--- src/qip_pkg.sv ---
// shared constants and types of the quad phase instruction pipeline core
// Notes on behaviour
// - oscillator clock divided into four phases
// - program counter steps in phase one
// - fetched word captured in phase four
// - execute latches at one, runs two-four
// - data read phase two, write phase four
// - fetch overlaps execute, one per cycle
// - program counter change costs two cycles
// - single fourteen bit instruction word fetch
// - program space one to eight K
// - program and data on separate buses
// - special registers mapped, direct and indirect
// - eight bit add, subtract, shift, logic
// - accumulator against file or literal operand
// - accumulator is unaddressed eight bit register
// - carry, nibble and zero flags updated
// - subtraction flags mean no borrow
package qip_pkg;

   localparam int IW = 14;
   localparam int DW = 8;
   localparam int FA_W = 9;
   localparam int PM_WORDS_DEF = 8192;
   localparam int STK_DEPTH_DEF = 8;

   localparam logic [IW-1:0] NOP_WORD = 14'h0000;
   localparam logic [7:0] RST_STATUS = 8'h18;
   localparam logic [3:0] RST_PHASE_OH = 4'h1;

   // core held registers, mirrored in every bank
   localparam logic [6:0] ADR_INDIRECT = 7'h00;
   localparam logic [6:0] ADR_PCL = 7'h02;
   localparam logic [6:0] ADR_STATUS = 7'h03;
   localparam logic [6:0] ADR_FSR = 7'h04;
   localparam logic [6:0] ADR_PCLATH = 7'h0a;

   localparam int ST_C = 0;
   localparam int ST_DC = 1;
   localparam int ST_Z = 2;
   localparam int ST_RP0 = 5;
   localparam int ST_RP1 = 6;
   localparam int ST_IRP = 7;

   typedef enum logic [1:0] {
      PH_ONE = 2'b00,
      PH_TWO = 2'b01,
      PH_THREE = 2'b10,
      PH_FOUR = 2'b11
   } qip_phase_e;

   typedef enum logic [3:0] {
      ALU_PASS_A = 4'b0000,
      ALU_PASS_B = 4'b0001,
      ALU_CLR = 4'b0010,
      ALU_ADD = 4'b0011,
      ALU_SUB = 4'b0100,
      ALU_AND = 4'b0101,
      ALU_IOR = 4'b0110,
      ALU_XOR = 4'b0111,
      ALU_COM = 4'b1000,
      ALU_INC = 4'b1001,
      ALU_DEC = 4'b1010,
      ALU_RLF = 4'b1011,
      ALU_RRF = 4'b1100,
      ALU_SWAP = 4'b1101,
      ALU_BCLR = 4'b1110,
      ALU_BSET = 4'b1111
   } qip_alu_e;

   // byte oriented group, indexed by opcode bits 11:8
   localparam qip_alu_e BYTE_OP [16] = '{
      ALU_PASS_A, ALU_CLR, ALU_SUB, ALU_DEC, ALU_IOR, ALU_AND,
      ALU_XOR, ALU_ADD, ALU_PASS_B, ALU_COM, ALU_INC, ALU_DEC,
      ALU_RRF, ALU_RLF, ALU_SWAP, ALU_INC};
   localparam logic [15:0] BYTE_FZ = 16'h07fe;
   localparam logic [15:0] BYTE_FC = 16'h3084;
   localparam logic [15:0] BYTE_FDC = 16'h0084;
   localparam logic [15:0] BYTE_SKIPZ = 16'h8800;
   localparam logic [15:0] BYTE_RD = 16'hfffc;

   // literal group, indexed by opcode bits 11:8
   localparam qip_alu_e LIT_OP [16] = '{
      ALU_PASS_B, ALU_PASS_B, ALU_PASS_B, ALU_PASS_B,
      ALU_PASS_B, ALU_PASS_B, ALU_PASS_B, ALU_PASS_B,
      ALU_IOR, ALU_AND, ALU_XOR, ALU_PASS_A,
      ALU_SUB, ALU_SUB, ALU_ADD, ALU_ADD};
   localparam logic [15:0] LIT_FZ = 16'hf700;
   localparam logic [15:0] LIT_FC = 16'hf000;

endpackage : qip_pkg

--- src/qip_alu.sv ---
// eight bit arithmetic and logic unit of the pipeline core
`timescale 1ns/100ps
module qip_alu
(
   input qip_pkg::qip_alu_e op_i,
   input logic [7:0] a_i,
   input logic [7:0] b_i,
   input logic [2:0] bit_i,
   input logic c_i,
   output logic [7:0] res_o,
   output logic c_o,
   output logic dc_o,
   output logic z_o
);
   import qip_pkg::*;

   logic [8:0] sum;
   logic [4:0] nib;
   logic [7:0] mask;

   always_comb
   begin
      mask = 8'h01 << bit_i;
      sum = 9'h000;
      nib = 5'h00;
      res_o = b_i;
      c_o = c_i;
      dc_o = 1'b0;
      case (op_i)
         ALU_PASS_A: res_o = a_i;
         ALU_PASS_B: res_o = b_i;
         ALU_CLR: res_o = 8'h00;
         ALU_ADD:
         begin
            sum = {1'b0, b_i} + {1'b0, a_i};
            nib = {1'b0, b_i[3:0]} + {1'b0, a_i[3:0]};
            res_o = sum[7:0];
            c_o = sum[8];
            dc_o = nib[4];
         end
         ALU_SUB:
         begin
            // two's complement: carry out high means no borrow
            sum = {1'b0, b_i} + {1'b0, ~a_i} + 9'h001;
            nib = {1'b0, b_i[3:0]} + {1'b0, ~a_i[3:0]} + 5'h01;
            res_o = sum[7:0];
            c_o = sum[8];
            dc_o = nib[4];
         end
         ALU_AND: res_o = a_i & b_i;
         ALU_IOR: res_o = a_i | b_i;
         ALU_XOR: res_o = a_i ^ b_i;
         ALU_COM: res_o = ~b_i;
         ALU_INC: res_o = b_i + 8'h01;
         ALU_DEC: res_o = b_i - 8'h01;
         ALU_RLF:
         begin
            res_o = {b_i[6:0], c_i};
            c_o = b_i[7];
         end
         ALU_RRF:
         begin
            res_o = {c_i, b_i[7:1]};
            c_o = b_i[0];
         end
         ALU_SWAP: res_o = {b_i[3:0], b_i[7:4]};
         ALU_BCLR: res_o = b_i & ~mask;
         ALU_BSET: res_o = b_i | mask;
         default: res_o = b_i;
      endcase
      z_o = (res_o == 8'h00);
   end

endmodule : qip_alu

--- src/qip_core.sv ---
// quad phase fetch and execute pipeline core with working accumulator
`timescale 1ns/100ps
module qip_core
#(
   parameter int PM_WORDS = qip_pkg::PM_WORDS_DEF,
   parameter int STK_DEPTH = qip_pkg::STK_DEPTH_DEF,
   parameter int PC_W = $clog2(PM_WORDS),
   parameter int SP_W = $clog2(STK_DEPTH)
)
(
   // clk_i is the clock arriving on the oscillator pin
   input wire logic clk_i,
   input wire logic rst_i,
   output logic [PC_W-1:0] pm_addr_o,
   input wire logic [qip_pkg::IW-1:0] pm_data_i,
   output logic [qip_pkg::FA_W-1:0] df_addr_o,
   output logic df_rd_o,
   input wire logic [qip_pkg::DW-1:0] df_rdata_i,
   output logic df_wr_o,
   output logic [qip_pkg::DW-1:0] df_wdata_o,
   output logic [3:0] phase_o,
   output logic [qip_pkg::DW-1:0] w_o,
   output logic [qip_pkg::DW-1:0] status_o
);
   import qip_pkg::*;

   ////////////////////////////////////////////////////////////////////////
   // state

   typedef struct packed {
      qip_phase_e phase;
      logic [3:0] phase_oh;
      logic [PC_W-1:0] pc;
      logic [PC_W-1:0] pm_addr;
      logic [IW-1:0] opcode_latch;
      logic [IW-1:0] exec_word;
      logic flush;
      logic [7:0] w;
      logic [7:0] status;
      logic [7:0] fsr;
      logic [4:0] pclath;
      logic [7:0] operand;
      logic [7:0] result;
      logic res_c;
      logic res_dc;
      logic res_z;
      logic [SP_W-1:0] sp;
      logic [STK_DEPTH-1:0][PC_W-1:0] stack;
      logic [FA_W-1:0] df_addr;
      logic df_rd;
      logic df_wr;
      logic [7:0] df_wdata;
   } qip_core_s;

   localparam qip_core_s CORE_RST = '{
      phase: PH_ONE,
      phase_oh: RST_PHASE_OH,
      status: RST_STATUS,
      opcode_latch: NOP_WORD,
      exec_word: NOP_WORD,
      default: '0};

   qip_core_s s;
   qip_core_s next_s;

   ////////////////////////////////////////////////////////////////////////
   // decode

   logic [IW-1:0] ir;
   qip_alu_e alu_op;
   logic use_lit;
   logic dst_w;
   logic dst_f;
   logic fz;
   logic fc;
   logic fdc;
   logic skip_z;
   logic skip_bit;
   logic rd_f;
   logic jump;
   logic push;
   logic pop;
   logic [7:0] alu_b;
   logic [7:0] alu_res;
   logic alu_c;
   logic alu_dc;
   logic alu_z;
   logic [FA_W-1:0] f_addr;
   logic [7:0] rd_val;
   logic [12:0] goto_tgt;
   logic [12:0] pcl_tgt;

   // held inside the core rather than in the external file
   function automatic logic core_reg(input logic [6:0] a);
      core_reg = (a == ADR_INDIRECT) || (a == ADR_PCL) ||
         (a == ADR_STATUS) || (a == ADR_FSR) || (a == ADR_PCLATH);
   endfunction : core_reg

   // in phase one the incoming word is decoded so the read can be set up
   always_comb
   begin
      if (s.phase == PH_ONE)
      begin
         ir = s.flush ? NOP_WORD : s.opcode_latch;
      end
      else
      begin
         ir = s.exec_word;
      end
   end

   always_comb
   begin
      alu_op = ALU_PASS_A;
      use_lit = 1'b0;
      dst_w = 1'b0;
      dst_f = 1'b0;
      fz = 1'b0;
      fc = 1'b0;
      fdc = 1'b0;
      skip_z = 1'b0;
      skip_bit = 1'b0;
      rd_f = 1'b0;
      jump = 1'b0;
      push = 1'b0;
      pop = 1'b0;
      case (ir[13:12])
         2'b00:
         begin
            alu_op = BYTE_OP[ir[11:8]];
            dst_w = !ir[7] && (ir[11:8] != 4'h0);
            dst_f = ir[7];
            fz = BYTE_FZ[ir[11:8]];
            fc = BYTE_FC[ir[11:8]];
            fdc = BYTE_FDC[ir[11:8]];
            skip_z = BYTE_SKIPZ[ir[11:8]];
            rd_f = BYTE_RD[ir[11:8]];
            pop = (ir[11:1] == 11'h004);
         end
         2'b01:
         begin
            alu_op = ir[10] ? ALU_BSET : ALU_BCLR;
            rd_f = 1'b1;
            dst_f = !ir[11];
            skip_bit = ir[11];
         end
         2'b10:
         begin
            jump = 1'b1;
            push = !ir[11];
         end
         default:
         begin
            alu_op = LIT_OP[ir[11:8]];
            use_lit = 1'b1;
            dst_w = (ir[11:8] != 4'hb);
            fz = LIT_FZ[ir[11:8]];
            fc = LIT_FC[ir[11:8]];
            fdc = LIT_FC[ir[11:8]];
            pop = (ir[11:10] == 2'b01);
         end
      endcase
   end

   ////////////////////////////////////////////////////////////////////////
   // operand path

   // bank select or the indirect pointer extends the seven bit field
   always_comb
   begin
      if (ir[6:0] == ADR_INDIRECT)
      begin
         f_addr = {s.status[ST_IRP], s.fsr};
      end
      else
      begin
         f_addr = {s.status[ST_RP1], s.status[ST_RP0], ir[6:0]};
      end
   end

   always_comb
   begin
      case (s.df_addr[6:0])
         ADR_INDIRECT: rd_val = 8'h00;
         ADR_PCL: rd_val = s.pm_addr[7:0];
         ADR_STATUS: rd_val = s.status;
         ADR_FSR: rd_val = s.fsr;
         ADR_PCLATH: rd_val = {3'b000, s.pclath};
         default: rd_val = df_rdata_i;
      endcase
   end

   assign alu_b = use_lit ? ir[7:0] : s.operand;

   qip_alu u_alu
   (
      .op_i(alu_op),
      .a_i(s.w),
      .b_i(alu_b),
      .bit_i(ir[9:7]),
      .c_i(s.status[ST_C]),
      .res_o(alu_res),
      .c_o(alu_c),
      .dc_o(alu_dc),
      .z_o(alu_z)
   );

   assign goto_tgt = {s.pclath[4:3], s.exec_word[10:0]};
   assign pcl_tgt = {s.pclath, s.result};

   ////////////////////////////////////////////////////////////////////////
   // phase sequencing

   always_comb
   begin
      next_s = s;
      // the phase ring never stalls; one turn is one instruction cycle
      next_s.phase = qip_phase_e'(s.phase + 2'b01);
      next_s.phase_oh = {s.phase_oh[2:0], s.phase_oh[3]};
      case (s.phase)
         PH_ONE:
         begin
            next_s.pm_addr = s.pc;
            next_s.pc = s.pc + 1'b1;
            next_s.exec_word = ir;
            // a dropped word has already been swapped for the no-op above
            next_s.flush = 1'b0;
            next_s.df_addr = f_addr;
            next_s.df_rd = rd_f && !core_reg(f_addr[6:0]);
         end
         PH_TWO:
         begin
            next_s.df_rd = 1'b0;
            next_s.operand = rd_val;
         end
         PH_THREE:
         begin
            next_s.result = alu_res;
            next_s.res_c = alu_c;
            next_s.res_dc = alu_dc;
            next_s.res_z = alu_z;
            next_s.df_wr = dst_f && !core_reg(s.df_addr[6:0]);
            next_s.df_wdata = alu_res;
         end
         PH_FOUR:
         begin
            // the next word lands while this one commits; the whole
            // fourteen bit word arrives in one fetch, no second beat
            next_s.opcode_latch = pm_data_i;
            next_s.df_wr = 1'b0;
            if (dst_w)
            begin
               next_s.w = s.result;
            end
            if (dst_f)
            begin
               case (s.df_addr[6:0])
                  ADR_PCL:
                  begin
                     next_s.pc = PC_W'(pcl_tgt);
                     next_s.flush = 1'b1;
                  end
                  ADR_STATUS:
                  begin
                     // time-out and power-down bits are not writable
                     next_s.status = {s.result[7:5], s.status[4:3],
                        s.result[2:0]};
                  end
                  ADR_FSR: next_s.fsr = s.result;
                  ADR_PCLATH: next_s.pclath = s.result[4:0];
                  default: next_s.status = s.status;
               endcase
            end
            // flag updates win over a direct write to the status byte
            if (fz)
            begin
               next_s.status[ST_Z] = s.res_z;
            end
            if (fc)
            begin
               next_s.status[ST_C] = s.res_c;
            end
            if (fdc)
            begin
               next_s.status[ST_DC] = s.res_dc;
            end
            // a skip keeps the counter running and only drops the word
            if ((skip_z && s.res_z) ||
               (skip_bit && (s.operand[ir[9:7]] == ir[10])))
            begin
               next_s.flush = 1'b1;
            end
            // upper target bits come from the latch, not the opcode
            if (jump)
            begin
               next_s.pc = PC_W'(goto_tgt);
               next_s.flush = 1'b1;
            end
            // stack is circular; overflow silently wraps
            if (push)
            begin
               next_s.stack[s.sp] = s.pm_addr;
               next_s.sp = s.sp + 1'b1;
            end
            if (pop)
            begin
               next_s.sp = s.sp - 1'b1;
               next_s.pc = s.stack[SP_W'(s.sp - 1'b1)];
               next_s.flush = 1'b1;
            end
         end
         default:
         begin
            next_s.phase = PH_ONE;
         end
      endcase
   end

   // one word fetched per turn while the previous executes
   always_ff @(posedge clk_i or posedge rst_i)
   begin
      if (rst_i)
      begin
         s <= CORE_RST;
      end
      else
      begin
         s <= next_s;
      end
   end

   ////////////////////////////////////////////////////////////////////////
   // outputs

   assign pm_addr_o = s.pm_addr;
   assign df_addr_o = s.df_addr;
   assign df_rd_o = s.df_rd;
   assign df_wr_o = s.df_wr;
   assign df_wdata_o = s.df_wdata;
   assign phase_o = s.phase_oh;
   assign w_o = s.w;
   assign status_o = s.status;

endmodule : qip_core

--- config.mk ---
export PLATFORM = sky130hd
export DESIGN_NAME = qip_core
export DESIGN_NICKNAME = d
export VERILOG_FILES = /design/src/qip_pkg.sv /design/src/qip_alu.sv /design/src/qip_core.sv
export SDC_FILE = /design/constraint.sdc
export NUM_CORES = 1
export LEC_CHECK = 0
export BUFFER_PORTS_ARGS = -buffer_cell sky130_fd_sc_hd__buf_2
export CAP_MARGIN = 20
export CORE_MARGIN = 5
export CORE_UTILIZATION = 45
export DETAILED_ROUTE_END_ITERATION = 8
export PLACE_DENSITY = 0.66
export SYNTH_ARGS = -nofsm -noshare
export SYNTH_HDL_FRONTEND = slang
export SYNTH_HIERARCHICAL = 1
export SYNTH_SLANG_ARGS = --single-unit
export TNS_END_PERCENT = 50
--- constraint.sdc ---
create_clock -name clk_i -period 6.23 [get_ports clk_i]
set_input_delay 0.623 -clock clk_i [delete_from_list [all_inputs] [get_ports clk_i]]
set_output_delay 0.623 -clock clk_i [all_outputs]
set_load 0.05 [all_outputs]
==> results of run 1 <==
[worst min-delay path by stage]
stage | start | endpoint | slack [ps]
detailed placement | phase_o[2]$_DFF_PP0_ | phase_o[3]$_DFF_PP0_ | 360
global placement | phase_o[1]$_DFF_PP0_ | phase_o[2]$_DFF_PP0_ | 350
floorplan | phase_o[1]$_DFF_PP0_ | phase_o[2]$_DFF_PP0_ | 350
finish | rst_i | s[174]$_DFFE_PP0P_ | 90
global route | rst_i | s[202]$_DFFE_PP0P_ | 120
CTS | rst_i | s[174]$_DFFE_PP0P_ | 90
[per-stage QoR]
stage	util (%)	power (mW)	worst slack (ps)
6_report	49.7	6.69	931
2_1_floorplan	-	4.46	1370
3_5_place_dp	46.9	5.14	1010
4_1_cts	49.7	6.70	949
5_1_grt	49.7	7.08	595
3_3_place_gp	46.9	5.11	1170
[power breakdown]
part | internal (mW) | leakage [nW] | switching, mW
Sequential | 1.78 | 2.93 | 0.452
Clock | 0.944 | 0.421 | 0.595
Combinational | 1.11 | 3.31 | 1.81
Total | 3.83 | 6.66 | 2.86
[layout make-up]
class / count / area, µm²
sequential: 225 / 5630
clock buffer: 32 / 692
clock inverter: 11 / 158
timing repair buffer: 96 / 551
tap: 390 / 488
fill: 2702 / 14900
multi-input combinational: 887 / 7090
inverter: 45 / 173
[cell families (layout without fill, tap and decap cells)]
family	after synthesis	after routing	share of synthesized area [%]
AO/OA/AOI/OAI	273	273	13.8
XOR/XNOR	14	14	0.901
adder cells (fa/ha/maj)	32	32	3.05
buffers and inverters	182	184	6.95
flip-flops	225	225	41.4
multiplexers	237	237	21.6
other	1	2	0.0276
AND/OR/NAND/NOR	329	329	12.3
[metal layers]
metal	GRT usage (%)	vias up	share of wire (%)
li1	-	4666	-
met1	29.7	5144	43
met2	35.7	348	48
met3	4.02	80	5.9
met4	6.89	0	3.1
met5	0	-	0
[placed cells by master, fill, tap and decap left out, types with 10 or more instances in the layout]
| cell | synthesis | final |
|---|---|---|
| a211oi_1 | 12 | 12 |
| a21oi_1 | 70 | 69 |
| a31oi_1 | 24 | 24 |
| and3_1 | 10 | 10 |
| buf_2 | 27 | 73 |
| buf_4 | 53 | 22 |
| clkbuf_16 | 0 | 25 |
| dfrtp_1 | 224 | 224 |
| ha_1 | 30 | 28 |
| inv_1 | 42 | 41 |
| mux2_2 | 174 | 174 |
| mux2i_1 | 32 | 32 |
| mux4_2 | 28 | 28 |
| nand2_1 | 69 | 69 |
| nand2b_1 | 14 | 14 |
| nand3_1 | 22 | 22 |
| nor2_1 | 96 | 96 |
| nor2b_1 | 22 | 22 |
| nor3_1 | 32 | 30 |
| o21ai_0 | 45 | 43 |
| xnor2_1 | 10 | 10 |
[critical path, stage by stage (launching register included)]
cell       delay [ps]
dfrtp_1           380
inv_1              90
ha_2              200
buf_4             240
nand2_1            90
a2bb2oi_1         450
inv_1              80
buf_4             220
ha_1              260
nand2_1           100
a21oi_1            70
nor3_1            340
o32ai_4           150
and4bb_1          340
xnor2_1           170
ha_1              230
or4_1             500
mux2i_1           190
xor2_1             90
nand2_1            80
a31oi_1            90
or4b_1            560
nor4_2            140
mux2_2            180
==> summary.md, run 1 <==
| Metric | Value |
|---|---|
| Tmin final | `5300 ps` |
| Clock transition at path regs | `60 ps` |
| Core area | `29700 µm²` |
| Synth cell types | `87` |
| Grt ovf | `0` |
| Final Routed Wirelength | `37.5 mm` |
| Clk_lat worst skew | `520 ps` |
| Reg2Reg Capture Point | `s[126]$_DFFE_PP0P_` |
| FF-to-FF path depth | `23` |
| DR vias/cell | `6.07` |
| Relative slew slack | `35.8%` |
| Slew Limit Fails | `0` |
| Post-DRT Antenna Nets | `0` |
| Reg2Reg Setup Slack | `930 ps` |
| Pwr/cell area | `452 nW/µm²` |
| # setup viols final | `0` |
| Crit end category | `flop` |
| CTS root buf | `clkbuf_16` |
| Leak | `6.66 nW` |
| Final Hold Fails | `0` |
| Fmax | `189 MHz` |
| WL/cell | `22.3 µm` |
| Clock net sink count | `225` |
| Class of the worst hold path | `input pin to async pin` |
| Synth area leaders | `dfrtp_1 (41%), mux2_2 (14%), mux4_2 (4.6%), buf_4 (2.9%), ha_1 (2.8%)` |
| CP Class | `flop to flop` |
| Avg Inst Size Synth | `10.5 µm²` |
| CP startpoint | `s[233]$_DFF_PP0_` |
| WP data required | `6680 ps` |
| Final setup skew | `12.7 ps` |
| Least-Margin Pin Slew | `956 ps` |
| Tcrit/Tclk final | `85.1%` |
| Number of synthesized register bits | `225` |
| Pin count of the biggest net entering global routing | `162` |
| Status | `complete, no violations` |
| Synth Flop Type | `dfrtp_1` |
| Iter 0 DRT Violations | `972` |
| Gp weighted congestion | `0.953` |
| Most common cell in the synthesized netlist | `dfrtp_1` |
| Area leader, netlist | `dfrtp_1` |
| Area grow syn2layout | `8.66%` |
| Postcts setup bufs | `0` |
| Sequential fraction of the synthesis area | `41.4%` |
| VDD IR max | `0.360 mV` |
| Area after DPL | `13900 µm²` |
| Vias in the first global route | `10146` |
| Fin cells | `1686` |
| Initial Utilization | `45.8%` |
| Synth warn | `6` |
| Layout Nets | `1336` |
| Crit Path Max Fanout | `33` |
| Initial antenna violation count | `0` |
| Mapped Area | `13600 µm²` |
| Ant. Diodes | `0` |
| Placed Instances | `1643` |
| Hold WS | `94.9 ps` |
| Max-Cap Viols | `0` |
| Cells after Synth | `1293` |
| CTS H-tree depth | `1` |
| EDFF count, synth | `0` |
| Unrepaired setup endpoints after global routing | `no` |
| DPL Wire Length | `26.5 mm` |
| DRC viols | `0` |
| Setup tns final | `0 ps` |
| First-pass GRT wire length | `59.4 mm` |
| Vias post-DR | `10238` |
| Die width | `184 µm` |
| Worst setup SP type | `flop` |
| Synth top area share | `41.2%` |
| Die area | `33800 µm²` |
| CP Capture Point | `s[126]$_DFFE_PP0P_` |
| Pre-antenna DRT Iters | `7` |
| Total CTS buffers | `25` |
| Port buffer count | `73` |
| CTS Buffer Depth | `3` |
| # IOs | `76` |
| Row Count | `63` |
| GRT Total Usage | `21.9%` |
| Critical path arrival | `5750 ps` |
| DIE HEIGHT | `184 µm` |
| Asr flop ratio synth | `100%` |
| Layout Cell Area excl Fill | `14800 µm²` |
| Most common library cells after synthesis | `dfrtp_1 (224), mux2_2 (174), nor2_1 (96), a21oi_1 (70), nand2_1 (69)` |
| CTS tree | `done` |
| Cts-stage hold buffer count | `0` |
| Reg-to-Reg Start | `s[233]$_DFF_PP0_` |
| Share of cells above drive strength 1 | `28.0%` |
| CTS resizes | `0` |
Power figures use the tool's default switching activity.
==> run 2, diff against run 1 <==
- ABC_AREA: not set -> 1
==> run 2 against run 1 <==
  * Clock skew is 2.7 ps higher
  * Critical endpoint unchanged
  * Sequential power fell by 4%
  * Clock-buffer cell count increased by 5
  * Non-clock buffer count decreased by 6
  * Worst setup slack improved by 150 ps
  * Worst hold slack gained 150 ps
  * Global-route usage up 3.1 points
  * Synthesized cell count up 42%
==> summary.md, run 2 <==
| Metric | Value |
|---|---|
| Status | `complete, no violations` |
| Tcrit/Tclk final | `82.7% (-2.3 points)` |
| Routed wl met3 | `2.67 mm (+20%)` |
| Slowest cell on crit path | `buf_4` |
| DPL Wire Length | `30.1 mm (+13%)` |
| Crit Path Max Fanout | `55 (+67%)` |
| Clock Power Share | `20.3% (-2.7 points)` |
| Cts-stage hold buffer count | `0 (unchanged)` |
| Most common cell in the synthesized netlist | `nand2_1` |
| Tmin final | `5150 ps (-146 ps)` |
| First-pass GRT wire length | `67.7 mm (+14%)` |
| CTS Buffer Depth | `3 (unchanged)` |
| DR vias/cell | `5.54 (-8.8%)` |
| Pre-antenna DRT Iters | `6 (-1)` |
| Ant. Diodes | `0 (unchanged)` |
| Crit end category | `flop` |
| Critical path arrival | `5600 ps (-150 ps)` |
| Final setup skew | `15.4 ps (+2.73 ps)` |
| Pre-CTS WS | `1150 ps (+141 ps)` |
| Sequential share of power | `28.9% (-4.4 points)` |
| GRT Total Usage | `25.0% (+3.1 points)` |
| CTS root buf | `clkbuf_16` |
| Final Routed Wirelength | `42.5 mm (+13%)` |
| Clk_lat worst skew | `540 ps (+20 ps)` |
| Layout Nets | `1889 (+41%)` |
| Fillers | `3004 (+11%)` |
| DRC viols | `0 (unchanged)` |
| Layout Cell Area excl Fill | `14600 µm² (-1.3%)` |
| Most common library cells after synthesis | `nand2_1 (572), dfrtp_1 (224), o21ai_0 (148), inv_1 (144), o21ai_1 (137)` |
| Switching power share of the total | `49.8% (+7.1 points)` |
| Worst setup SP type | `flop` |
| Area grow syn2layout | `8.06%` |
| Critical path's most frequent cell | `nand2_1` |
| Initial Utilization | `45.5% (-0.23 points)` |
| Grt ovf | `0 (unchanged)` |
| Mapped Area | `13500 µm² (-0.77%)` |
| Clock transition at path regs | `60 ps (about the same)` |
| WL/cell | `18.9 µm (-15%)` |
| Port buffer count | `73 (unchanged)` |
| CTS resizes | `0 (unchanged)` |
| Max-Cap Viols | `0 (unchanged)` |
| Hold WS | `248 ps (+153 ps)` |
| DIE HEIGHT | `183 µm (-0.36%)` |
| # IOs | `76 (unchanged)` |
| Gp weighted congestion | `1.01 (+5.5%)` |
| Leak | `6.99 nW (+5.1%)` |
| Postcts setup bufs | `0 (unchanged)` |
| Die width | `183 µm (-0.36%)` |
| Slew Limit Fails | `0 (unchanged)` |
| Sequential fraction of the synthesis area | `41.7% (+0.32 points)` |
| Synth warn | `6 (unchanged)` |
| Top Metal Used | `met4` |
| Die area | `33600 µm² (-0.73%)` |
| Synth Flop Type | `dfrtp_1` |
| Commonest non-fill, non-tap cells in the layout | `nand2_1 (572), dfrtp_1 (223), o21ai_0 (147), inv_1 (142), o21ai_1 (138)` |
| Asr flop ratio synth | `100% (unchanged)` |
| Row Count | `63 (unchanged)` |
| Vias post-DR | `12421 (+21%)` |
| Peak per-stage delay on the critical path | `470 ps (-90 ps)` |
| Unrepaired setup endpoints after global routing | `no` |
| Synth cell types | `52 (-40%)` |
| Final Hold Fails | `0 (unchanged)` |
| Class of the worst hold path | `input pin to async pin` |
| DRT met1 WL | `18.8 mm (+16%)` |
| VDD IR max | `0.350 mV (-3.0%)` |
| EDFF count, synth | `0 (unchanged)` |
| Int Power | `3.73 mW (-2.6%)` |
| CTS tree | `done` |
| Least-Margin Pin Slew | `1020 ps (+60.3 ps)` |
| Share of cells above drive strength 1 | `10.2% (-18 points)` |
| Total CTS buffers | `26 (+4.0%)` |
| Setup tns final | `0 ps (unchanged)` |
| Placed Instances | `2195 (+34%)` |
| Pin count of the biggest net entering global routing | `116 (-28%)` |
| Commonest non-fill, non-tap cell in the layout | `nand2_1` |
| Area leader, netlist | `dfrtp_1` |
| CP Class | `flop to flop` |
| Area after DPL | `13700 µm² (-1.4%)` |
| WP data required | `6680 ps (about the same)` |
| Fin cells | `2242 (+33%)` |
| Avg Inst Size Synth | `7.35 µm² (-30%)` |
| Core area | `29600 µm² (-0.27%)` |
| Comb pwr share | `50.8% (+7.1 points)` |
| Iter 0 DRT Violations | `1102 (+13%)` |
| Vias in the first global route | `11779 (+16%)` |
| Synth area leaders | `dfrtp_1 (42%), nand2_1 (16%), o21ai_0 (5.5%), o21ai_1 (5.1%), nand3_1 (4.3%)` |
| Relative slew slack | `31.8% (-3.9 points)` |
| Clock net sink count | `225 (unchanged)` |
| Initial antenna violation count | `0 (unchanged)` |
| # setup viols final | `0 (unchanged)` |
| Fmax | `194 MHz (+2.8%)` |
| Pwr/cell area | `509 nW/µm² (+13%)` |
| Number of synthesized register bits | `225 (unchanged)` |
| NetSw | `3.70 mW (+30%)` |
| Synth top area share | `41.5% (+0.32 points)` |
| Met2 wire len | `19.8 mm (+11%)` |
| Cells after Synth | `1836 (+42%)` |
| CTS H-tree depth | `1 (unchanged)` |
| Final WS setup | `1080 ps (+146 ps)` |
| Post-DRT Antenna Nets | `0 (unchanged)` |
run 2: cell families after synthesis:
kind of cell	Yosys count	synth area share [%]
compound gates	409	16.6
xor+xnor	8	0.519
fa+ha+maj	32	3.08
buf+inv	285	10.3
flops	225	41.7
other cells	1	0.0278
simple gates	876	27.7
run 2: final timing paths:
kind | slack [ps] | depth (start not counted) | end | from
min in group clk_i | 280 | 3 | s[202]$_DFFE_PP0P_ | pm_data_i[13]
worst min register to register | 370 | 0 | phase_o[2]$_DFF_PP0_ | phase_o[1]$_DFF_PP0_
worst max register to register | 1080 | 28 | s[126]$_DFFE_PP0P_ | s[233]$_DFF_PP0_
worst min-delay path | 250 | 2 | async pin | rst_i
worst max-delay path | 1080 | 28 | s[126]$_DFFE_PP0P_ | s[233]$_DFF_PP0_
max in group asynchronous | 4500 | 3 | s[123]$_DFFE_PP0P_ | rst_i
run 2: critical path, delay by kind of cell (launching register included):
family | cells | cell delay [ps]
AO/OA/AOI/OAI | 4 | 860
adder cells (fa/ha/maj) | 3 | 760
AND/OR/NAND/NOR | 17 | 2150
buffers and inverters | 4 | 890
flip-flops | 1 | 400
run 2: power groups by stage:
stage | Clock (mW) | Sequential, mW | Combinational [mW]
floorplan | 0 | 2.01 | 2.86
global placement | 0 | 2.15 | 3.71
detailed placement | 0 | 2.16 | 3.72
CTS | 1.53 | 2.14 | 3.74
global route | 1.59 | 2.18 | 4.16
finish | 1.51 | 2.15 | 3.77
run 2: area by class of cell:
cell class              count  area, µm²  area share (%)
clock inverters            10       90.1           0.618
flip-flops and latches    225       5630            38.6
inverters                 163        623            4.27
multi-input cells        1327       6480            44.4
repair buffers             90        505            3.47
well taps                 390        488            3.35
clock buffers              37        762            5.22
run 2: metal layers:
metal,vias up,GRT usage (%)
met5,-,0
li1,5977,-
met1,5894,35.2
met2,461,41.0
met4,0,6.85
met3,89,3.13
run 2: through the flow:
step,power [mW],util (%)
after floorplan,4.87,-
after global placement,5.87,46.3
after detailed placement,5.88,46.3
after CTS,7.41,49.2
after global routing,7.93,49.2
final,7.43,49.2
